===== config.mk =====
export PLATFORM = sky130hd
export DESIGN_NAME = synchrocheck_release
export DESIGN_NICKNAME = d
export VERILOG_FILES = /design/src/hw/sync_pkg.sv /design/src/hw/synchrocheck_release.sv /design/src/hw/delta_limit.sv
export VERILOG_INCLUDE_DIRS = /design/src /design/src/hw
export SDC_FILE = /design/constraint.sdc
export NUM_CORES = 2
export LEC_CHECK = 0
export BUFFER_PORTS_ARGS = -buffer_cell sky130_fd_sc_hd__buf_2
export CORE_ASPECT_RATIO = 0.8
export CORE_MARGIN = 4
export CORE_UTILIZATION = 30
export CTS_CLUSTER_SIZE = 40
export DETAILED_ROUTE_END_ITERATION = 16
export PLACE_DENSITY = 0.57
export SETUP_SLACK_MARGIN = 0.5
export SYNTH_ARGS = -nofsm -noshare
export SYNTH_HDL_FRONTEND = slang
export SYNTH_SLANG_ARGS = --single-unit

===== constraint.sdc =====
create_clock -name clk -period 24.6 [get_ports clk]
set_input_delay 3.69 -clock clk [delete_from_list [all_inputs] [get_ports clk]]
set_output_delay 3.69 -clock clk [all_outputs]
set_load 0.01 [all_outputs]

===== src/hw/sync_consts.svh =====
`ifndef SYNC_CONSTS_SVH
`define SYNC_CONSTS_SVH

// Register byte offsets on the Avalon-MM slave, one aligned word each.
`define SC_ADDR_CTRL 6'h00
`define SC_ADDR_MAG_LIMIT 6'h04
`define SC_ADDR_SLIP_LIMIT 6'h08
`define SC_ADDR_ANGLE_LIMIT 6'h0C
`define SC_ADDR_BREAKER_TIME 6'h10
`define SC_ADDR_VOLT_RATIO 6'h14
`define SC_ADDR_ANGLE_CORR 6'h18
`define SC_ADDR_DEAD_LEVEL 6'h1C
`define SC_ADDR_LIVE_LEVEL 6'h20
`define SC_ADDR_STATUS 6'h24
`define SC_ADDR_IRQ_STATUS 6'h28
`define SC_ADDR_IRQ_MASK 6'h2C
`define SC_ADDR_SLIP_MEAS 6'h30

// Field widths of the packed control, status and interrupt words.
`define SC_CTRL_W 10
`define SC_STATUS_W 7
`define SC_IRQ_W 3

// Interrupt bit positions.
`define SC_IRQ_RELEASE_ON 0
`define SC_IRQ_RELEASE_OFF 1
`define SC_IRQ_CLOSE_BLOCKED 2

// Reset values.
`define SC_RST_CTRL 10'h000
`define SC_RST_LIMIT 16'h0000
`define SC_RST_BREAKER_TIME 16'h0000
`define SC_RST_VOLT_RATIO 16'h1000
`define SC_RST_ANGLE_CORR 16'h0000
`define SC_RST_DEAD_LEVEL 16'h0000
`define SC_RST_LIVE_LEVEL 16'hFFFF
`define SC_RST_IRQ 3'h0

// Voltage ratio is unsigned fixed point with this many fraction bits.
`define SC_RATIO_FRAC 12

// Slip in mHz times closing time in ms gives micro-turns; times 2^32/1e6 and
// shifted right by 16 this becomes angle units of 2^-16 turn.
`define SC_ADV_SCALE 16'h10C7
`define SC_ADV_SHIFT 16

`endif


===== src/hw/sync_pkg.sv =====
`default_nettype none

package sync_pkg;

    // Common data word of all measured and configured quantities.
    typedef logic [15:0] word_t;

    // One voltage channel: magnitude, phasor angle (full turn = 2^16) and frequency in mHz.
    typedef struct packed {
        word_t mag;
        word_t ang;
        word_t freq;
    } chan_t;

    // Control word, bit 0 at the bottom.
    typedef struct packed {
        logic transformerMode;
        logic deadBusDeadLineEn;
        logic deadBusLiveLineEn;
        logic liveBusDeadLineEn;
        logic superviseAuto;
        logic superviseManual;
        logic [1:0] phaseSelect;
        logic genToGridMode;
        logic enable;
    } ctrl_t;

    // Live status word, bit 0 at the bottom.
    typedef struct packed {
        logic measValid;
        logic bypassActive;
        logic overrideActive;
        logic angleOk;
        logic slipOk;
        logic magOk;
        logic granted;
    } status_t;

    typedef enum logic {
        BUS_IDLE,
        BUS_ACK
    } bus_state_t;

endpackage : sync_pkg

`default_nettype wire


===== src/hw/synchrocheck_release.sv =====
// Notes on behaviour
// - Channels 0-2 are bus voltages; channel 3 is line, compared with selected bus phase.
// - Slip frequency is the absolute difference of bus and line frequency.
// - Synchronous indication only while magnitude, slip and angle are all within limits.
// - Generator mode advances release by closing time so contacts meet at zero angle.
// - Generator mode angle check uses the predicted angle after the closing time.
// - Grid-to-grid mode checks the same three conditions without closing-time compensation.
// - A control bit chooses grid-to-grid or generator-to-grid checking.
// - When enabled, manual, automatic or both closing requests are supervised as configured.
// - Each enabled dead/live override permits release regardless of the three checks.
// - An external bypass input permits release without any synchronism check.
// - Transformer mode corrects amplitude and angle mismatch before checking.
// - Amplitude correction uses the configured line-to-bus voltage ratio.
// - Angle correction adds the configured line-minus-bus angle offset.
//
// Local design decisions: register access over Avalon-MM and the register addresses.
`timescale 1ns/10ps
`default_nettype none
`include "sync_consts.svh"

module synchrocheck_release (
    // Clock and reset.
    input wire logic clk,
    input wire logic rst_b,
    // Avalon-MM slave.
    input wire logic [5:0] address,
    input wire logic read,
    input wire logic write,
    input wire logic [31:0] writedata,
    output logic [31:0] readdata,
    output logic waitrequest,
    // Measurement channels.
    input wire sync_pkg::chan_t [2:0] busChan,
    input wire sync_pkg::chan_t lineChan,
    input wire logic measValid,
    // Closing requests and bypass.
    input wire logic manualCloseReq,
    input wire logic autoCloseReq,
    input wire logic bypassSync,
    // Results.
    output logic syncRelease,
    output logic manualCloseOut,
    output logic autoCloseOut,
    output logic irq
);

    // The whole state of the block.
    typedef struct packed {
        sync_pkg::bus_state_t busState;
        logic waitrequest;
        logic [31:0] readdata;
        sync_pkg::ctrl_t ctrl;
        sync_pkg::word_t magLimit;
        sync_pkg::word_t slipLimit;
        sync_pkg::word_t angleLimit;
        sync_pkg::word_t breakerTime;
        sync_pkg::word_t voltRatio;
        sync_pkg::word_t angleCorr;
        sync_pkg::word_t deadLevel;
        sync_pkg::word_t liveLevel;
        logic [`SC_IRQ_W-1:0] irqStatus;
        logic [`SC_IRQ_W-1:0] irqMask;
        sync_pkg::status_t status;
        sync_pkg::word_t slipMeas;
        logic syncRelease;
        logic manualCloseOut;
        logic autoCloseOut;
        logic blockedPrev;
        logic irq;
    } state_t;

    state_t st;
    state_t next_st;

    // Signals of the evaluation path.
    sync_pkg::chan_t busSel;
    logic [31:0] ratioProduct;
    sync_pkg::word_t busMagComp;
    sync_pkg::word_t busAngComp;
    logic [31:0] slipTimeProduct;
    logic [47:0] advanceWide;
    sync_pkg::word_t advance;
    sync_pkg::word_t busAngPredicted;
    sync_pkg::word_t busAngChecked;
    sync_pkg::word_t magDelta;
    sync_pkg::word_t slipDelta;
    sync_pkg::word_t angleDelta;
    logic magOk;
    logic slipOk;
    logic angleOk;

    // A phase select of 3 is not a phase; it falls back to the first bus channel.
    always_comb
    begin
        unique case (st.ctrl.phaseSelect)
            2'h1: busSel = busChan[1];
            2'h2: busSel = busChan[2];
            default: busSel = busChan[0];
        endcase
    end

    // Transformer correction of the bus magnitude, saturated at full scale.
    assign ratioProduct = busSel.mag * st.voltRatio;
    always_comb
    begin
        if (!st.ctrl.transformerMode)
        begin
            busMagComp = busSel.mag;
        end
        else if (ratioProduct[31:`SC_RATIO_FRAC + 16] != '0)
        begin
            busMagComp = 16'hFFFF;
        end
        else
        begin
            busMagComp = ratioProduct[`SC_RATIO_FRAC + 15:`SC_RATIO_FRAC];
        end
    end

    // The bus angle is shifted by the expected line-minus-bus offset, modulo one turn.
    assign busAngComp = st.ctrl.transformerMode ? 16'(busSel.ang + st.angleCorr) : busSel.ang;

    // Angle travelled during the breaker closing time at the present slip.
    // The product is wide so long closing times at high slip saturate instead of wrapping.
    assign slipTimeProduct = slipDelta * st.breakerTime;
    assign advanceWide = slipTimeProduct * `SC_ADV_SCALE;
    assign advance = (advanceWide[47:`SC_ADV_SHIFT + 16] != '0) ? 16'hFFFF
                     : advanceWide[`SC_ADV_SHIFT + 15:`SC_ADV_SHIFT];

    // A faster bus runs ahead of the line, so its angle moves forward during closing.
    always_comb
    begin
        if (busSel.freq >= lineChan.freq)
        begin
            busAngPredicted = 16'(busAngComp + advance);
        end
        else
        begin
            busAngPredicted = 16'(busAngComp - advance);
        end
    end

    // Generator mode judges the angle at the moment the contacts will touch.
    assign busAngChecked = st.ctrl.genToGridMode ? busAngPredicted : busAngComp;

    // Magnitude difference check.
    delta_limit #(
        .WRAP(1'b0)
    ) magCheck (
        .first(busMagComp),
        .second(lineChan.mag),
        .limit(st.magLimit),
        .delta(magDelta),
        .inLimit(magOk)
    );

    // Slip frequency check.
    delta_limit #(
        .WRAP(1'b0)
    ) slipCheck (
        .first(busSel.freq),
        .second(lineChan.freq),
        .limit(st.slipLimit),
        .delta(slipDelta),
        .inLimit(slipOk)
    );

    // Phase angle check, modulo one turn.
    delta_limit #(
        .WRAP(1'b1)
    ) angleCheck (
        .first(busAngChecked),
        .second(lineChan.ang),
        .limit(st.angleLimit),
        .delta(angleDelta),
        .inLimit(angleOk)
    );

    // Register read multiplexer; unmapped offsets read as zero.
    function automatic logic [31:0] read_mux(input state_t s, input logic [5:0] addr);
        logic [31:0] value;
        value = 32'h00000000;
        unique case (addr)
            `SC_ADDR_CTRL: value = 32'(s.ctrl);
            `SC_ADDR_MAG_LIMIT: value = 32'(s.magLimit);
            `SC_ADDR_SLIP_LIMIT: value = 32'(s.slipLimit);
            `SC_ADDR_ANGLE_LIMIT: value = 32'(s.angleLimit);
            `SC_ADDR_BREAKER_TIME: value = 32'(s.breakerTime);
            `SC_ADDR_VOLT_RATIO: value = 32'(s.voltRatio);
            `SC_ADDR_ANGLE_CORR: value = 32'(s.angleCorr);
            `SC_ADDR_DEAD_LEVEL: value = 32'(s.deadLevel);
            `SC_ADDR_LIVE_LEVEL: value = 32'(s.liveLevel);
            `SC_ADDR_STATUS: value = 32'(s.status);
            `SC_ADDR_IRQ_STATUS: value = 32'(s.irqStatus);
            `SC_ADDR_IRQ_MASK: value = 32'(s.irqMask);
            `SC_ADDR_SLIP_MEAS: value = 32'(s.slipMeas);
            default: value = 32'h00000000;
        endcase
        return value;
    endfunction : read_mux

    // Next state: bus slave, release decision, close supervision and interrupts.
    always_comb
    begin
        logic [`SC_IRQ_W-1:0] irqClear;
        logic [`SC_IRQ_W-1:0] irqEvents;
        logic busLive;
        logic busDead;
        logic lineLive;
        logic lineDead;
        logic overrideActive;
        logic syncOk;
        logic releaseNow;
        logic blockedNow;
        next_st = st;
        irqClear = '0;
        irqEvents = '0;

        // Dead and live judgements use the raw selected bus and the line magnitudes.
        busLive = (busSel.mag >= st.liveLevel);
        busDead = (busSel.mag < st.deadLevel);
        lineLive = (lineChan.mag >= st.liveLevel);
        lineDead = (lineChan.mag < st.deadLevel);
        overrideActive = (st.ctrl.liveBusDeadLineEn && busLive && lineDead)
                         || (st.ctrl.deadBusLiveLineEn && busDead && lineLive)
                         || (st.ctrl.deadBusDeadLineEn && busDead && lineDead);

        // Release is recomputed every cycle, so without bypass or override it falls the cycle after any check fails.
        syncOk = measValid && magOk && slipOk && angleOk;
        releaseNow = st.ctrl.enable && (bypassSync || overrideActive || syncOk);
        blockedNow = st.ctrl.enable && !releaseNow
                     && ((manualCloseReq && st.ctrl.superviseManual)
                         || (autoCloseReq && st.ctrl.superviseAuto));

        // Every access is answered after one wait cycle; a write lands on the edge
        // where waitrequest is seen low, matching the Avalon completion rule.
        unique case (st.busState)
            sync_pkg::BUS_IDLE:
            begin
                if (read || write)
                begin
                    next_st.busState = sync_pkg::BUS_ACK;
                    next_st.waitrequest = 1'b0;
                    next_st.readdata = read ? read_mux(st, address) : st.readdata;
                end
            end
            sync_pkg::BUS_ACK:
            begin
                next_st.busState = sync_pkg::BUS_IDLE;
                next_st.waitrequest = 1'b1;
                if (write)
                begin
                    unique case (address)
                        `SC_ADDR_CTRL: next_st.ctrl = sync_pkg::ctrl_t'(writedata[`SC_CTRL_W-1:0]);
                        `SC_ADDR_MAG_LIMIT: next_st.magLimit = writedata[15:0];
                        `SC_ADDR_SLIP_LIMIT: next_st.slipLimit = writedata[15:0];
                        `SC_ADDR_ANGLE_LIMIT: next_st.angleLimit = writedata[15:0];
                        `SC_ADDR_BREAKER_TIME: next_st.breakerTime = writedata[15:0];
                        `SC_ADDR_VOLT_RATIO: next_st.voltRatio = writedata[15:0];
                        `SC_ADDR_ANGLE_CORR: next_st.angleCorr = writedata[15:0];
                        `SC_ADDR_DEAD_LEVEL: next_st.deadLevel = writedata[15:0];
                        `SC_ADDR_LIVE_LEVEL: next_st.liveLevel = writedata[15:0];
                        `SC_ADDR_IRQ_STATUS: irqClear = writedata[`SC_IRQ_W-1:0];
                        `SC_ADDR_IRQ_MASK: next_st.irqMask = writedata[`SC_IRQ_W-1:0];
                        default: irqClear = '0;
                    endcase
                end
            end
        endcase

        // A supervised request passes only with release; an unsupervised one passes freely.
        next_st.syncRelease = releaseNow;
        next_st.manualCloseOut = manualCloseReq
                                 && (!(st.ctrl.enable && st.ctrl.superviseManual) || releaseNow);
        next_st.autoCloseOut = autoCloseReq
                               && (!(st.ctrl.enable && st.ctrl.superviseAuto) || releaseNow);
        next_st.blockedPrev = blockedNow;

        // Live status for software.
        next_st.status.granted = releaseNow;
        next_st.status.magOk = magOk;
        next_st.status.slipOk = slipOk;
        next_st.status.angleOk = angleOk;
        next_st.status.overrideActive = overrideActive;
        next_st.status.bypassActive = bypassSync;
        next_st.status.measValid = measValid;
        next_st.slipMeas = slipDelta;

        // Sticky events; a new event wins over a clear in the same cycle.
        irqEvents[`SC_IRQ_RELEASE_ON] = releaseNow && !st.syncRelease;
        irqEvents[`SC_IRQ_RELEASE_OFF] = !releaseNow && st.syncRelease;
        irqEvents[`SC_IRQ_CLOSE_BLOCKED] = blockedNow && !st.blockedPrev;
        next_st.irqStatus = (st.irqStatus & ~irqClear) | irqEvents;
        next_st.irq = |(next_st.irqStatus & next_st.irqMask);
    end

    // State register with synchronous active-low reset.
    always_ff @(posedge clk)
    begin
        if (!rst_b)
        begin
            st <= '{
                busState: sync_pkg::BUS_IDLE,
                waitrequest: 1'b1,
                readdata: 32'h00000000,
                ctrl: sync_pkg::ctrl_t'(`SC_RST_CTRL),
                magLimit: `SC_RST_LIMIT,
                slipLimit: `SC_RST_LIMIT,
                angleLimit: `SC_RST_LIMIT,
                breakerTime: `SC_RST_BREAKER_TIME,
                voltRatio: `SC_RST_VOLT_RATIO,
                angleCorr: `SC_RST_ANGLE_CORR,
                deadLevel: `SC_RST_DEAD_LEVEL,
                liveLevel: `SC_RST_LIVE_LEVEL,
                irqStatus: `SC_RST_IRQ,
                irqMask: `SC_RST_IRQ,
                status: '0,
                slipMeas: 16'h0000,
                syncRelease: 1'b0,
                manualCloseOut: 1'b0,
                autoCloseOut: 1'b0,
                blockedPrev: 1'b0,
                irq: 1'b0
            };
        end
        else
        begin
            st <= next_st;
        end
    end

    // Outputs come straight from the state flops.
    assign readdata = st.readdata;
    assign waitrequest = st.waitrequest;
    assign syncRelease = st.syncRelease;
    assign manualCloseOut = st.manualCloseOut;
    assign autoCloseOut = st.autoCloseOut;
    assign irq = st.irq;

endmodule : synchrocheck_release

`default_nettype wire


===== src/hw/delta_limit.sv =====
`timescale 1ns/10ps
`default_nettype none

// Absolute difference of two words and its comparison with a limit.
// With WRAP set the difference is taken modulo a full turn, for angles.
module delta_limit #(
    parameter bit WRAP = 1'b0
) (
    // Operands.
    input wire sync_pkg::word_t first,
    input wire sync_pkg::word_t second,
    input wire sync_pkg::word_t limit,
    // Result.
    output sync_pkg::word_t delta,
    output logic inLimit
);

    logic [16:0] wide;
    logic negative;

    // A wrapped angle difference lies within half a turn, so bit 15 is its sign.
    always_comb
    begin
        wide = {1'b0, first} - {1'b0, second};
        negative = WRAP ? wide[15] : wide[16];
        delta = negative ? 16'(-wide[15:0]) : wide[15:0];
        inLimit = (delta <= limit);
    end

endmodule : delta_limit

`default_nettype wire


==> reports/metrics.cfg <==
[sta]
fin_crit_ps = 23920
rsz0062_at_grt = true
layout_worst_path_cycle_share = 0.9724
fin_setup_tns_ps = 0
worst_pin_slew_ps = 1279
slew_headroom = 0.1458
worst_slack_ps = 679.8
hold_violations = 0
worst_clock_skew_ps = 10.32
hold_slack_ps = 474.3
slew_violations = 0
setup_violations = 0
fmax_mhz = 41.81

[cells_and_area]
num-nets-final = 6813
area_delta_synth_final_pct = 20.32
nFillCells = 13710
fin_util = 0.3656
layout-drive-gt1-share = 0.1834
fin_cells = 7300
fin_area_mm2 = 0.04844
seq_area_mm2 = 0.003785
multi_input_area_mm2 = 0.03368

[power]
cellPowerDensity_mw_per_mm2 = 26.90
ir_drop_mv = 0.04907
total_power_mw = 1.303
power.leakage_nw = 23.35

[clock_tree]
cts_root_buffer = clkbuf_16
cts_sinks = 189
h-tree-depth = 4
clk_latency_ps = 450
cts_inserted_buffers = 17
clk_pin_slew_ps = 70
tritoncts = built
clk_path_buf_depth = 2

[setup_path]
worst_r2r_startpoint = st[165]
cp_max_fo = 15
critPathMaxStageDelay_ps = 570
critPathSlowestCell = fa_1
reg2reg_to = irq
path_common_cell = buf_4
critPathCaptureType = flop
crit_path_start_kind = input port
criticalPathCategory = in -> reg
r2r_slack_ps = 2790
reg2reg_depth = 107
arrival_ps = 24260
required_ps = 24940

[synth]
synth_cells = 4997
synth-main-ff-cell = dfxtp_1
synth_warnings = 0
syn_area_per_cell_um2 = 8.057
synth_enable_flop_cells = 0
ys_types = 87
netlist_area_mm2 = 0.04026
async_reset_ff_frac = 0
ys_seq_elements = 189
seq_area_frac_synth = 0.09397

[place]
place_area_mm2 = 0.04617
dpl.cell_count = 7204
finalWeightedCongestion = 0.8954
place_hpwl_mm = 109.4
dpl_worst_slack_ps = -1188
port_buffers = 242

[route]
ant_nets = 0
vias_per_cell = 4.955
drc = 0
vias = 36180
wl_per_cell_um = 18.44
routed_wl_mm = 134.6
drt_pre_antenna_iters = 6
drt_iter0_markers = 2644

[global_route]
use_met2 = 0.2826
grt_max_degree = 101
grt_overflow = 0
use_met1 = 0.2851
grt.met3_usage = 0.02479
globalRouteTotalUtil = 0.1893
grt.busiest_layer = met1
antenna_found_initial = 9
grt_pass1_wl_mm = 209.4
grt_pass1_vias = 35780

[outcome]
status = finished clean

[flow_run]
drv_cap = 0

[floorplan]
die_h_um = 335.7
pin_count = 275
start_util = 0.3038
dieWidth_um = 417.6
die_area_mm2 = 0.1402
rows = 119
core_region_area_mm2 = 0.1325

[min_path]
hold-path-cell-count = 2
holdCritPathClass = reg -> reg
hold_start = waitrequest
whs_endpoint = waitrequest

-- power by group --
| group | leakage, nW | switching (mW) | total [mW] | internal (mW) |
|---|---|---|---|---|
| clock | 0.274 | 0.128 | 0.279 | 0.152 |
| combinational | 21.5 | 0.378 | 0.703 | 0.325 |
| sequential | 1.53 | 0.00556 | 0.320 | 0.315 |
| total | 23.3 | 0.511 | 1.30 | 0.792 |
-- what timing repair did --
item	4_1_cts	5_1_grt
endpoints found under the setup margin	9	9
hold buffers	0	0
resized for setup	87	171
pin swaps	66	137
setup buffers	33	24
cloned	0	0
-- worst max-delay path: cells and delay by family --
kind | cells | cell delay, ps
buffers and inverters | 29 | 3090
AOI/OAI and AO/OA | 32 | 5510
and+or+nand+nor | 21 | 3120
muxes | 2 | 430
xor gates and xnor gates | 5 | 940
adders and majority gates | 19 | 7430
-- registers in the layout (all words and copies together) (netlist names) --
signal          flops
irq                 1
waitrequest         1
readdata           16
manualCloseOut      1
syncRelease         1
autoCloseOut        1
st                168
-- cell type report --
| cell class | instances | share of cell area |
|---|---|---|
| antenna | 7 | 0.0003616 |
| clock buffer | 25 | 0.01023 |
| clock inverter | 7 | 0.001653 |
| inverter | 830 | 0.06431 |
| multi-input combinational | 3747 | 0.6952 |
| sequential | 189 | 0.07813 |
| tap | 1754 | 0.04530 |
| timing repair buffer | 741 | 0.1048 |
-- kinds of logic after synthesis --
kind of cell / Yosys count / synth area share
simple gates: 1530 / 0.1795
buf+inv: 1076 / 0.1040
fa+ha+maj: 1049 / 0.4187
compound gates: 945 / 0.1565
flops: 189 / 0.09397
xor+xnor: 161 / 0.03502
mux: 46 / 0.01231
other cells: 1 / 0.00009314
-- synth_stat cells (all sizes together), types with 27 or more instances --
cell type	number	area, um^2
nor2b	55	344.1
or3	29	181.4
nand2b	36	225.2
nand2	739	2774
xnor2	103	902.1
dfxtp	189	3784
nand4	38	250.2
xor2	58	508.0
nor3	46	230.2
nand3	53	265.3
ha	552	6907
a21o	69	518.0
a22oi	84	630.6
o211ai	27	207.7
clkbuf	183	686.9
buf	63	385.4
o21ai	198	991.0
a21boi	142	1066
inv	830	3115
nor2	192	720.7
a21oi	195	979.7
fa	497	9950
a31oi	29	187.7
and2	254	1589
o21a	39	292.8
-- metal layers --
| metal | vias to the layer above | routed length (um) |
|---|---|---|
| met2 | 1083 | 57020 |
| met3 | 148 | 8852 |
| met4 | 0 | 3806 |
| met5 | - | 0 |
| li1 | 17320 | - |
| met1 | 17620 | 64930 |
-- cell usage in the layout (no fill, tap or decap), types with 69 or more instances in the layout --
cell type | netlist | final
inv_1 | 830 | 823
nand2_1 | 739 | 734
ha_1 | 552 | 523
fa_1 | 497 | 493
buf_4 | 39 | 478
and2_1 | 250 | 245
buf_2 | 2 | 240
dfxtp_1 | 189 | 188
nor2_1 | 192 | 180
a21oi_1 | 194 | 156
o21ai_0 | 170 | 148
a21boi_0 | 139 | 135
xnor2_1 | 103 | 90
a22oi_1 | 84 | 83
a21o_1 | 69 | 69
-- worst max path at each step --
stage	startpoint	end	cells past startpoint	slack, ps
after floorplan	busChan[96]	irq	104	510
after global placement	busChan[96]	irq	101	-1060
after detailed placement	busChan[96]	irq	101	-1190
after CTS	busChan[96]	irq	104	510
after global routing	busChan[97]	irq	98	-240
final	busChan[96]	irq	108	680
(Power assumes the default switching activity.)
